<file path="src/logic/eir_regs.vh">
`ifndef EIR_REGS_VH
`define EIR_REGS_VH
// Trigger option codes
`define EIR_MODE_EDGE        1'b0
`define EIR_MODE_EDGE_LEVEL  1'b1
// Minimum low time on the request pin, in ns, and its cycle count (rounded up)
`define EIR_MIN_LOW_NS       120
`define EIR_CLK_NS           40
`define EIR_MIN_LOW_CYC      ((`EIR_MIN_LOW_NS + `EIR_CLK_NS - 1) / `EIR_CLK_NS)
`define EIR_CNT_W            4
// Power-on stretch before the core leaves reset, in cycles
`define EIR_POR_CYC          4
// Internal clock divide ratio
`define EIR_DIV_RATIO        2
`endif

</file>
<file path="src/logic/eir_sync.v">
`timescale 1ns/1ps
// Three-stage synchroniser; output changes once stages two and three agree
module eir_sync (
  // Clock and reset
  input  wire ref_clk,
  input  wire arst_n,
  // Data
  input  wire din,
  output reg  dout
);
  reg s1_q;
  reg s2_q;
  reg s3_q;

  always @(posedge ref_clk or negedge arst_n) begin
    if (!arst_n) begin
      s1_q <= 1'b1;
      s2_q <= 1'b1;
      s3_q <= 1'b1;
      dout <= 1'b1;
    end else begin
      s1_q <= din;
      s2_q <= s1_q;
      s3_q <= s2_q;
      if (s2_q == s3_q) begin
        dout <= s3_q;
      end
    end
  end
endmodule

</file>
<file path="src/logic/eir_irq.v">
`timescale 1ns/1ps
`include "eir_regs.vh"

// Summary of operation
// - Fixed option selects falling edge only, or falling edge plus low level.
// - Request pin low for the minimum time sets the pending latch.
// - A pending request is acted upon only after the current instruction ends.
// - At instruction end, latch set and mask clear starts the interrupt sequence.
// - Internal clock enable is the oscillator rate divided by two.
// - Works from power-on reset; external reset holds the core and clears the pending latch and clock enable, but not the request qualifier.
module eir_irq #(
  parameter TRIG_MODE = `EIR_MODE_EDGE_LEVEL
) (
  // Clock and reset
  input  wire ref_clk,
  input  wire arst_n,
  // External reset pin, active low
  input  wire ext_reset_n,
  // Request pin, active low
  input  wire irq_n,
  // CPU sequencer
  input  wire instr_done,
  input  wire int_mask,
  output wire int_take,
  output reg  irq_pending_q,
  output reg  cpu_clk_en_q,
  output reg  core_reset_q
);
  localparam integer          MIN_LOW_I = `EIR_MIN_LOW_CYC;
  localparam integer          POR_I     = `EIR_POR_CYC;
  localparam [`EIR_CNT_W-1:0] MIN_LOW   = MIN_LOW_I[`EIR_CNT_W-1:0];
  localparam [`EIR_CNT_W-1:0] POR_LEN   = POR_I[`EIR_CNT_W-1:0];
  localparam [`EIR_CNT_W-1:0] CNT_ZERO  = 4'h0;
  localparam [`EIR_CNT_W-1:0] CNT_ONE   = 4'h1;

  // Qualification states of the request line
  localparam [1:0]            ST_HIGH   = 2'h0;
  localparam [1:0]            ST_ARMED  = 2'h1;
  localparam [1:0]            ST_SPENT  = 2'h2;

  // Synchroniser lanes: bit 0 request pin, bit 1 reset pin
  wire [1:0]                  pin_raw;
  wire [1:0]                  pin_s;
  wire                        irq_s;
  wire                        rst_s;

  // Power-on reset stretch
  reg  [`EIR_CNT_W-1:0]       por_cnt_q;
  wire                        por_done;

  // Low-time qualification
  reg  [`EIR_CNT_W-1:0]       low_cnt_q;
  reg  [`EIR_CNT_W-1:0]       low_cnt_d;
  reg  [1:0]                  qual_q;
  reg  [1:0]                  qual_d;
  wire                        low_ok;
  wire                        edge_req;
  wire                        level_req;
  wire                        level_mode;
  wire                        set_req;

  // Instruction boundary test
  wire                        at_boundary;
  wire                        may_take;
  reg                         pending_d;

  ////////////////////////////////////////////////////////////////////////
  // True while the qualifier has seen the line low
  function line_low;
    input [1:0] st;
    begin
      case (st)
        ST_ARMED: begin
          line_low = 1'b1;
        end
        ST_SPENT: begin
          line_low = 1'b1;
        end
        default: begin
          line_low = 1'b0;
        end
      endcase
    end
  endfunction

  ////////////////////////////////////////////////////////////////////////
  assign pin_raw = {ext_reset_n, irq_n};

  genvar g;

  generate
    for (g = 0; g < 2; g = g + 1) begin : g_sync
      eir_sync u_sync (
        .ref_clk (ref_clk),
        .arst_n  (arst_n),
        .din     (pin_raw[g]),
        .dout    (pin_s[g])
      );
    end
  endgenerate

  assign irq_s = pin_s[0];
  assign rst_s = pin_s[1];

  ////////////////////////////////////////////////////////////////////////
  // Counts a few cycles after power-on before letting the core run
  always @(posedge ref_clk or negedge arst_n) begin
    if (!arst_n) begin
      por_cnt_q <= CNT_ZERO;
    end else if (!por_done) begin
      por_cnt_q <= por_cnt_q + CNT_ONE;
    end
  end

  assign por_done = (por_cnt_q == POR_LEN);

  // External reset held low, or power-on stretch, holds the core
  always @(posedge ref_clk or negedge arst_n) begin
    if (!arst_n) begin
      core_reset_q <= 1'b1;
    end else begin
      core_reset_q <= ~rst_s | ~por_done;
    end
  end

  // Divide by two enable
  always @(posedge ref_clk or negedge arst_n) begin
    if (!arst_n) begin
      cpu_clk_en_q <= 1'b0;
    end else if (core_reset_q) begin
      cpu_clk_en_q <= 1'b0;
    end else begin
      cpu_clk_en_q <= ~cpu_clk_en_q;
    end
  end

  ////////////////////////////////////////////////////////////////////////
  // Low-time counter restarts whenever the line returns high
  always @* begin
    low_cnt_d = low_cnt_q;
    if (irq_s) begin
      low_cnt_d = CNT_ZERO;
    end else if (!line_low(qual_q)) begin
      low_cnt_d = CNT_ONE;
    end else if (low_cnt_q < MIN_LOW) begin
      low_cnt_d = low_cnt_q + CNT_ONE;
    end
  end

  always @(posedge ref_clk or negedge arst_n) begin
    if (!arst_n) begin
      low_cnt_q <= CNT_ZERO;
    end else begin
      low_cnt_q <= low_cnt_d;
    end
  end

  // Edge is used up once per low period
  always @* begin
    qual_d = qual_q;
    case (qual_q)
      ST_HIGH: begin
        if (!irq_s) begin
          qual_d = ST_ARMED;
        end
      end
      ST_ARMED: begin
        if (irq_s) begin
          qual_d = ST_HIGH;
        end else if (low_ok) begin
          qual_d = ST_SPENT;
        end
      end
      ST_SPENT: begin
        if (irq_s) begin
          qual_d = ST_HIGH;
        end
      end
      default: begin
        qual_d = ST_HIGH;
      end
    endcase
  end

  always @(posedge ref_clk or negedge arst_n) begin
    if (!arst_n) begin
      qual_q <= ST_HIGH;
    end else begin
      qual_q <= qual_d;
    end
  end

  assign low_ok     = line_low(qual_q) && ~irq_s && (low_cnt_q >= MIN_LOW);
  assign level_mode = (TRIG_MODE == `EIR_MODE_EDGE_LEVEL);
  assign edge_req   = low_ok && (qual_q == ST_ARMED);
  assign level_req  = low_ok && level_mode;
  assign set_req    = edge_req | level_req;

  ////////////////////////////////////////////////////////////////////////
  // Tested only at instruction end, on the internal clock enable
  assign at_boundary = instr_done && cpu_clk_en_q;
  assign may_take    = irq_pending_q && ~int_mask;
  assign int_take    = at_boundary && may_take && ~core_reset_q;

  // A new request in the take cycle wins over the clear
  always @* begin
    pending_d = irq_pending_q;
    if (core_reset_q) begin
      pending_d = 1'b0;
    end else if (set_req) begin
      pending_d = 1'b1;
    end else if (int_take) begin
      pending_d = 1'b0;
    end
  end

  always @(posedge ref_clk or negedge arst_n) begin
    if (!arst_n) begin
      irq_pending_q <= 1'b0;
    end else begin
      irq_pending_q <= pending_d;
    end
  end
endmodule

</file>
<file path="config.mk">
export PLATFORM = sky130hd
export DESIGN_NAME = eir_irq
export DESIGN_NICKNAME = d
export VERILOG_FILES = /design/src/logic/eir_sync.v /design/src/logic/eir_irq.v
export VERILOG_INCLUDE_DIRS = /design/src /design/src/logic
export SDC_FILE = /design/constraint.sdc
export NUM_CORES = 1
export LEC_CHECK = 0
export ABC_AREA = 1
export BUFFER_PORTS_ARGS = -buffer_cell sky130_fd_sc_hd__buf_2
export CAP_MARGIN = 5
export CORE_MARGIN = 2
export CORE_UTILIZATION = 40
export DETAILED_ROUTE_END_ITERATION = 7
export PLACE_DENSITY_LB_ADDON = 0.25
export SYNTH_ARGS = -nofsm -noshare
export SYNTH_HDL_FRONTEND = slang
export SYNTH_SLANG_ARGS = --single-unit
</file>
<file path="constraint.sdc">
create_clock -name ref_clk -period 1.2 [get_ports ref_clk]
set_clock_uncertainty 0.05 [all_clocks]
set_input_delay 0.12 -clock ref_clk [delete_from_list [all_inputs] [get_ports ref_clk]]
set_output_delay 0.12 -clock ref_clk [all_outputs]
set_load 0.02 [all_outputs]
</file>
==> impl_metrics.ini, run 1 <==
[status]
outcome = finished with violations
violations = setup timing

[synthesis]
synth_top_cell_by_area = dfrtp_1
synthCells = 86
yosysSeqAreaShare = 0.594
netlist_area_um2 = 903
ys_seq_elements = 21
yosysWarningCount = 0
synth_top_area_frac = 0.332
synth.area.top_cells = dfrtp_1 (33%), dfstp_2 (26%), ha_1 (9.7%)
syn_nets = 99
synthDistinctLibCells = 18
syn_avg_cell_area_um2 = 10.5

[clocking]
clk_pin_slew_worst_paths_ns = 0.11
cts_tree = done
clockBufferDepth = 2
root_buffer = clkbuf_4
cts.sinks = 21
numCtsBuffers = 3
htree_levels = 1
clock_latency_ns = 0.30

[place]
place_hpwl_mm = 1.05
placed_cells = 129
routabilityCongestion = 0.774
portBuffers = 9

[grt]
grt-ovfl-total = 0
grt_start_max_net_pins = 22
grt_pass1_vias = 601
grt_pass1_wl_mm = 2.60
grt_util_all_layers = 0.136
antenna_found_initial = 0

[sta]
timing.final.max_slew_violations = 0
finalCriticalPeriod_ns = 1.30
whs_ns = 0.126
timing.final.hold_violations = 0
worst_pin_slew_ns = 0.439
setup_violations = 6
slew_headroom = 0.707
rsz0062_at_grt = true
period_share = 1.08
setup_slack_ns = -0.0974
fmax_ghz = 0.771
setup_tns_ns = -0.482

[die]
initial_core_util = 0.416
core_mm2 = 0.00217
die_h_um = 51.5
io_pins = 10
rows = 17
die-area_mm2 = 0.00265
die_w_um = 51.5

[pwr]
sw_frac_of_total = 0.303
power_switching_mw = 0.535
clkPwrFrac = 0.186
p_total_mw = 1.76
leakage_nw = 0.588
ir_worst_vdd_uv = 901
pwr-share-seq = 0.474
p_per_area_mw_per_mm2 = 1480
combPwrFrac = 0.340
cell_internal_pwr_mw = 1.23

[layout]
fill_cells = 198
multi_input_area_um2 = 367
drive_gt1_frac = 0.425
syn2layout_area_growth_pct = 32.0
diodes = 0
instances_no_fill = 141
layout.nets = 127
ff_latch_area_um2 = 537

[setup_path]
worstSetupStartpointType = flip-flop
arrival_ns = 1.49
crit_type = reg -> reg
critPathCaptureType = flip-flop
required_ns = 1.40
crit_path_max_fanout = 3

[routing]
via_per_inst = 4.63
dr.pass1.iters = 3
num_vias = 653
drc = 0
routed_wl_mm = 1.54
dr.first_iter.drc_count = 3
wl_per_cell_um = 10.9
ant_nets = 0

[job]
cap_violations = 0

[min_path]
hp-class = in -> reg
## worst max-delay path, stage by stage, from the launching register on
cell and delay (ns):
dfrtp_1 0.39, inv_2 0.07, ha_4 0.27, inv_2 0.04, nor2_4 0.14, buf_4 0.13
nand3_1 0.07, nand2_1 0.08
## through the flow
stage / cell area (um^2) / setup WS (ns) / util
floorplan: 921 / -0.0353 / -
global placement: 1050 / -0.0814 / 0.482
detailed placement: 1050 / -0.0963 / 0.482
CTS: 1140 / -0.0884 / 0.526
global route: 1190 / -0.206 / 0.550
finish: 1190 / -0.0974 / 0.550
## power by group through the flow
stage	Combinational (mW)	Clock [mW]	Sequential, mW
after floorplan	0.278	0	0.856
after global placement	0.456	0	0.849
after detailed placement	0.471	0	0.849
after CTS	0.517	0.351	0.836
after global routing	0.685	0.386	0.846
final	0.599	0.327	0.836
## synth_stat cells
| library cell | count |
|---|---|
| a21boi_2 | 1 |
| a21oi_1 | 2 |
| dfrtp_1 | 12 |
| dfstp_2 | 9 |
| ha_1 | 7 |
| inv_1 | 12 |
| inv_2 | 1 |
| maj3_1 | 2 |
| nand2_1 | 14 |
| nand2_2 | 1 |
| nand3_1 | 5 |
| nand3_2 | 1 |
| nand4_1 | 3 |
| nor2_1 | 10 |
| nor2_2 | 1 |
| o21ai_0 | 3 |
| xnor2_1 | 1 |
| xor2_1 | 1 |
## final timing paths
check	depth (start not counted)	slack, ns	from	to
worst max-delay path	7	-0.1	qual_q[0]	low_cnt_q[1]
worst min-delay path	4	0.13	instr_done	irq_pending_q
worst max register to register	7	-0.1	qual_q[0]	low_cnt_q[1]
worst min register to register	0	0.31	g_sync[1].u_sync.s1_q	g_sync[1].u_sync.s2_q
max in group asynchronous	2	0.53	arst_n	g_sync[0].u_sync.s2_q
min in group asynchronous	2	0.23	arst_n	por_cnt_q[3]
## repair_timing
action,in CTS,in global routing
gates resized for setup,4,11
endpoints found under the setup margin,9,13
pin swaps,4,5
setup buffers,3,2
hold buffers,3,0
hold endpoints to repair,14,0
## layout by cell type (no fill, tap or decap)
cell type | netlist | routed
nand2_1 | 14 | 12
dfrtp_1 | 12 | 12
buf_4 | 0 | 12
nor2_1 | 10 | 10
inv_1 | 12 | 9
dfstp_2 | 9 | 9
ha_1 | 7 | 5
buf_2 | 0 | 5
inv_2 | 1 | 4
nand3_2 | 1 | 4
nand4_1 | 3 | 3
o21ai_0 | 3 | 3
clkbuf_4 | 0 | 3
dlygate4sd3_1 | 0 | 3
buf_6 | 0 | 3
nand2_2 | 1 | 2
maj3_1 | 2 | 2
nand3_1 | 5 | 2
nor2_4 | 0 | 1
nand2_4 | 0 | 1
a21oi_2 | 0 | 1
a21boi_2 | 1 | 1
a21oi_1 | 2 | 1
xor2_1 | 1 | 1
xnor2_1 | 1 | 1
ha_2 | 0 | 1
ha_4 | 0 | 1
clkbuf_1 | 0 | 1
## cell type report
class	instances	share of cell area
sequential	21	0.450
multi-input combinational	52	0.307
timing repair buffer	23	0.150
inverter	13	0.0409
tap	28	0.0294
clock buffer	4	0.0220
## registers in the layout, indices dropped and copies added, names as in the netlist
signal	cells
core_reset_q	1
cpu_clk_en_q	1
g_sync.u_sync.dout	2
g_sync.u_sync.s1_q	2
g_sync.u_sync.s2_q	2
g_sync.u_sync.s3_q	2
irq_pending_q	1
low_cnt_q	4
por_cnt_q	4
qual_q	2
## kinds of logic after synthesis
logic type | count (synthesis) | synth area share
and+or+nand+nor | 35 | 0.173
DFF | 21 | 0.594
buffers and inverters | 13 | 0.0540
adders and majority gates | 9 | 0.119
AOI/OAI and AO/OA | 6 | 0.0402
xor gates and xnor gates | 2 | 0.0194
## routing by layer
metal,global-route usage,share of wire
met1,0.159,0.44
met2,0.216,0.49
met3,0.0603,0.051
met4,0.0570,0.016
met5,0,0
Power figures use the tool's default switching activity.
==> run 2, diff against run 1 <==
CORE_MARGIN = not set   (was 2)
SETUP_SLACK_MARGIN = 0.1   (was not set)
==> impl_metrics.ini, run 2 (same netlist as run 1, synthesis figures left out) <==
[place]
routabilityCongestion = 0.712
place_hpwl_mm = 1.07
dp_slack_ns = -0.0757
portBuffers = 9

[die]
core_mm2 = 0.00204
die_h_um = 49.5
rows = 16
die_w_um = 49.5
initial_core_util = 0.442
die-area_mm2 = 0.00245
io_pins = 10

[status]
outcome = finished with violations
violations = setup timing

[clocking]
clockBufferDepth = 2
cts_tree = done
cts.sinks = 21
numCtsBuffers = 3
clk_pin_slew_worst_paths_ns = 0.11
root_buffer = clkbuf_4
htree_levels = 1
clock_latency_ns = 0.29

[sta]
fmax_ghz = 0.802
rsz0062_at_grt = true
timing.final.hold_violations = 0
worst_pin_slew_ns = 0.457
slew_headroom = 0.695
setup_slack_ns = -0.0475
setup_violations = 6
setup_tns_ns = -0.204
whs_ns = 0.173
timing.final.max_slew_violations = 0
finalCriticalPeriod_ns = 1.25
period_share = 1.04

[routing]
ant_nets = 0
num_vias = 681
wl_per_cell_um = 11.7
dr.first_iter.drc_count = 1
drc = 0
routed_wl_mm = 1.70
via_per_inst = 4.70
dr.pass1.iters = 4

[layout]
syn2layout_area_growth_pct = 41.6
drive_gt1_frac = 0.500
layout.nets = 132
mostFrequentLayoutCells = nand2_1 (12), dfrtp_1 (12), buf_4 (12), dfstp_2 (9)
diodes = 0
largest_registers = low_cnt_q x4, por_cnt_q x4
fill_cells = 181

[setup_path]
crit_type = reg -> reg
critPathCaptureType = flip-flop
cpPeakStageDelay_ns = 0.41
required_ns = 1.39
cp_slowest_cell = dfrtp_1
worstSetupStartpointType = flip-flop
arrival_ns = 1.43
crit_chain = ha_2 > nor2_2 > nand2_2 > buf_6 > nand3_2 > nand3_1 > nand2_1
crit_path_max_fanout = 3

[grt]
grt-ovfl-total = 0
grt_pass1_vias = 687
grt_util_all_layers = 0.153
antenna_found_initial = 0
grt_start_max_net_pins = 22
grt_pass1_wl_mm = 2.81

[job]
cap_violations = 0

[min_path]
hp-class = in -> reg

[pwr]
p_per_area_mw_per_mm2 = 1370
ir_worst_vdd_uv = 748
p_total_mw = 1.76
leakage_nw = 0.623
run 2: cell types whose count changed in the layout (fill, tap and decap cells not counted), moves of 2 or more:
cell,change
nand3_2,-2
buf_6,+5
ha_1,-2
inv_1,-2
nor2_2,+2
inv_2,+2
nor2_1,-2
ha_4,+2
nand3_1,+2
run 2: cell type report:
type	count	area, um^2	area share
Multi-Input combinational cell	52	398	0.311
Tap cell	27	33.8	0.0264
Sequential cell	21	537	0.420
Timing Repair Buffer	28	235	0.184
Inverter	13	48.8	0.0382
Clock buffer	4	26.3	0.0205
run 2: worst paths after layout:
kind,start,to,slack (ns),cells after the start
setup / recovery,low_cnt_q[1],qual_q[0],-0.05,7
hold / removal,instr_done,irq_pending_q,0.17,4
setup reg to reg,low_cnt_q[1],qual_q[0],-0.05,7
hold reg to reg,g_sync[0].u_sync.s1_q,g_sync[0].u_sync.s2_q,0.31,0
max in group asynchronous,arst_n,g_sync[0].u_sync.s2_q,0.51,2
min in group asynchronous,arst_n,low_cnt_q[3],0.24,2
run 2: stage by stage:
step / utilization / std cells / cell area (um^2)
floorplan: - / 86 / 921
global placement: 0.515 / 129 / 1050
detailed placement: 0.515 / 129 / 1050
CTS: 0.591 / 142 / 1210
global route: 0.626 / 145 / 1280
finish: 0.626 / 145 / 1280
run 2: what timing repair did:
item	in CTS	in global routing
buffers inserted	6	3
pin swaps	8	6
hold buffers	3	0
setup endpoints to repair	11	14
endpoints found under the hold margin	14	0
gates resized for setup	16	13
run 2: report_power, final:
group	internal, mW	switching [mW]
combinational	0.309	0.280
clock	0.129	0.196
sequential	0.789	0.0517
run 2: per-layer routing:
layer  up-vias  global-route usage  wire, um
met4         0              0.0952        46
li1        335                   -         -
met3         4              0.0278        30
met1       336               0.165       727
met5         -                   0         0
met2         6               0.273       893
run 2: worst max-delay path, delay by kind of cell, from the launching register on:
| kind | cells | cell delay, ns |
|---|---|---|
| fa+ha+maj | 1 | 0.20 |
| buf+inv | 1 | 0.13 |
| flops | 1 | 0.41 |
| simple gates | 5 | 0.39 |
==> run 3, diff against run 2 <==
--- a/constraint.sdc
+++ b/constraint.sdc
@@ -3,3 +3,3 @@
 set_input_delay 0.12 -clock ref_clk [delete_from_list [all_inputs] [get_ports ref_clk]]
 set_output_delay 0.12 -clock ref_clk [all_outputs]
-set_load 0.02 [all_outputs]
+set_load 0.01 [all_outputs]
==> impl_metrics.ini, run 3 (same netlist as run 1, synthesis figures left out) <==
[die]
die_h_um = 49.5
initial_core_util = 0.442
io_pins = 10
die-area_mm2 = 0.00245
rows = 16
die_w_um = 49.5
core_mm2 = 0.00204

[layout]
mostFrequentLayoutCells = nand2_1 (12), dfrtp_1 (12), buf_4 (11), dfstp_2 (9)
fin_area_mm2 = 0.00128
layout.nets = 132
largest_registers = low_cnt_q x4, por_cnt_q x4
instances_no_fill = 145
syn2layout_area_growth_pct = 41.3
diodes = 0
drive_gt1_frac = 0.500

[sta]
worst_pin_slew_ns = 0.457
whs_ns = 0.166
fmax_ghz = 0.801
slew_headroom = 0.696
setup_slack_ns = -0.0478
period_share = 1.04
timing.final.hold_violations = 0
finalCriticalPeriod_ns = 1.25
rsz0062_at_grt = true
timing.final.max_slew_violations = 0
setup_violations = 6

[setup_path]
required_ns = 1.39
r2r-start = low_cnt_q[1]
crit_type = reg -> reg
worstSetupStartpointType = flip-flop
critPathLaunch = low_cnt_q[1]
crit_path_max_fanout = 3
critPathCaptureType = flip-flop
arrival_ns = 1.43

[routing]
ant_nets = 0
num_vias = 684
wl_per_cell_um = 11.7
via_per_inst = 4.72
drc = 0
routed_wl_mm = 1.70
dr.pass1.iters = 4
dr.first_iter.drc_count = 1

[clocking]
htree_levels = 1
clk_pin_slew_worst_paths_ns = 0.11
clockBufferDepth = 2
root_buffer = clkbuf_4
cts_tree = done
cts.sinks = 21
numCtsBuffers = 3
clock_latency_ns = 0.29

[pwr]
p_per_area_mw_per_mm2 = 1370
ir_worst_vdd_uv = 748
leakage_nw = 0.623

[grt]
antenna_found_initial = 0
grt-ovfl-total = 0
grt_start_max_net_pins = 22
grt_pass1_wl_mm = 2.81
grt_pass1_vias = 687
grt_util_all_layers = 0.153

[min_path]
hp-class = in -> reg
min-delay-start = instr_done

[status]
violations = setup timing
outcome = finished with violations

[place]
placed_cells = 129
place_hpwl_mm = 1.07
routabilityCongestion = 0.712
portBuffers = 9
place_area_mm2 = 0.00105

[job]
cap_violations = 0
[run 3: through the flow]
step | worst slack, ns | setup TNS (ns) | util | power [mW]
2_1_floorplan | -0.0353 | -0.0548 | - | 1.13
4_1_cts | -0.0661 | -0.214 | 0.589 | 1.74
3_3_place_gp | -0.0373 | -0.0764 | 0.515 | 1.31
6_report | -0.0478 | -0.166 | 0.625 | 1.75
5_1_grt | -0.123 | -0.626 | 0.625 | 1.86
3_5_place_dp | -0.0757 | -0.249 | 0.515 | 1.32
[run 3: critical path: stages (launching register included)]
cell and delay [ns]:
dfrtp_1 0.41, ha_2 0.20, nor2_2 0.10, nand2_2 0.09
buf_6 0.13, nand3_2 0.07, nand3_1 0.06, nand2_1 0.07
[run 3: worst paths after layout]
path / end / slack [ns] / cells past startpoint
max: qual_q[0] / -0.05 / 7
min: irq_pending_q / 0.17 / 4
max reg2reg: qual_q[0] / -0.05 / 7
min reg2reg: g_sync[0].u_sync.s2_q / 0.31 / 0
max in group asynchronous: g_sync[0].u_sync.s2_q / 0.51 / 2
min in group asynchronous: low_cnt_q[3] / 0.24 / 2
[run 3: timing repair]
action / CTS / global route
pin swaps: 8 / 7
setup endpoints to repair: 11 / 14
endpoints found under the hold margin: 14 / 0
buffers inserted: 6 / 3
resized for setup: 12 / 13
hold buffers: 3 / 0
[run 3: final cells by class]
class | instances | area [um^2]
fillers | 182 | 766
flip-flops and latches | 21 | 537
multi-input cells | 52 | 398
repair buffers | 28 | 233
inverters | 13 | 48.8
well taps | 27 | 33.8
clock buffers | 4 | 26.3
[run 3: report_power, final]
group	switching (mW)	internal, mW	leakage [nW]
clock network	0.196	0.129	0.0150
registers	0.0515	0.789	0.251
logic	0.273	0.309	0.357
[run 3: layer usage]
metal  track usage  part of all wire  vias to the layer above
li1              -                 -                      335
met1         0.165              0.43                      339
met3        0.0278             0.018                        4
met4        0.0952             0.027                        0
met5             0                 0                        -
met2         0.273              0.53                        6
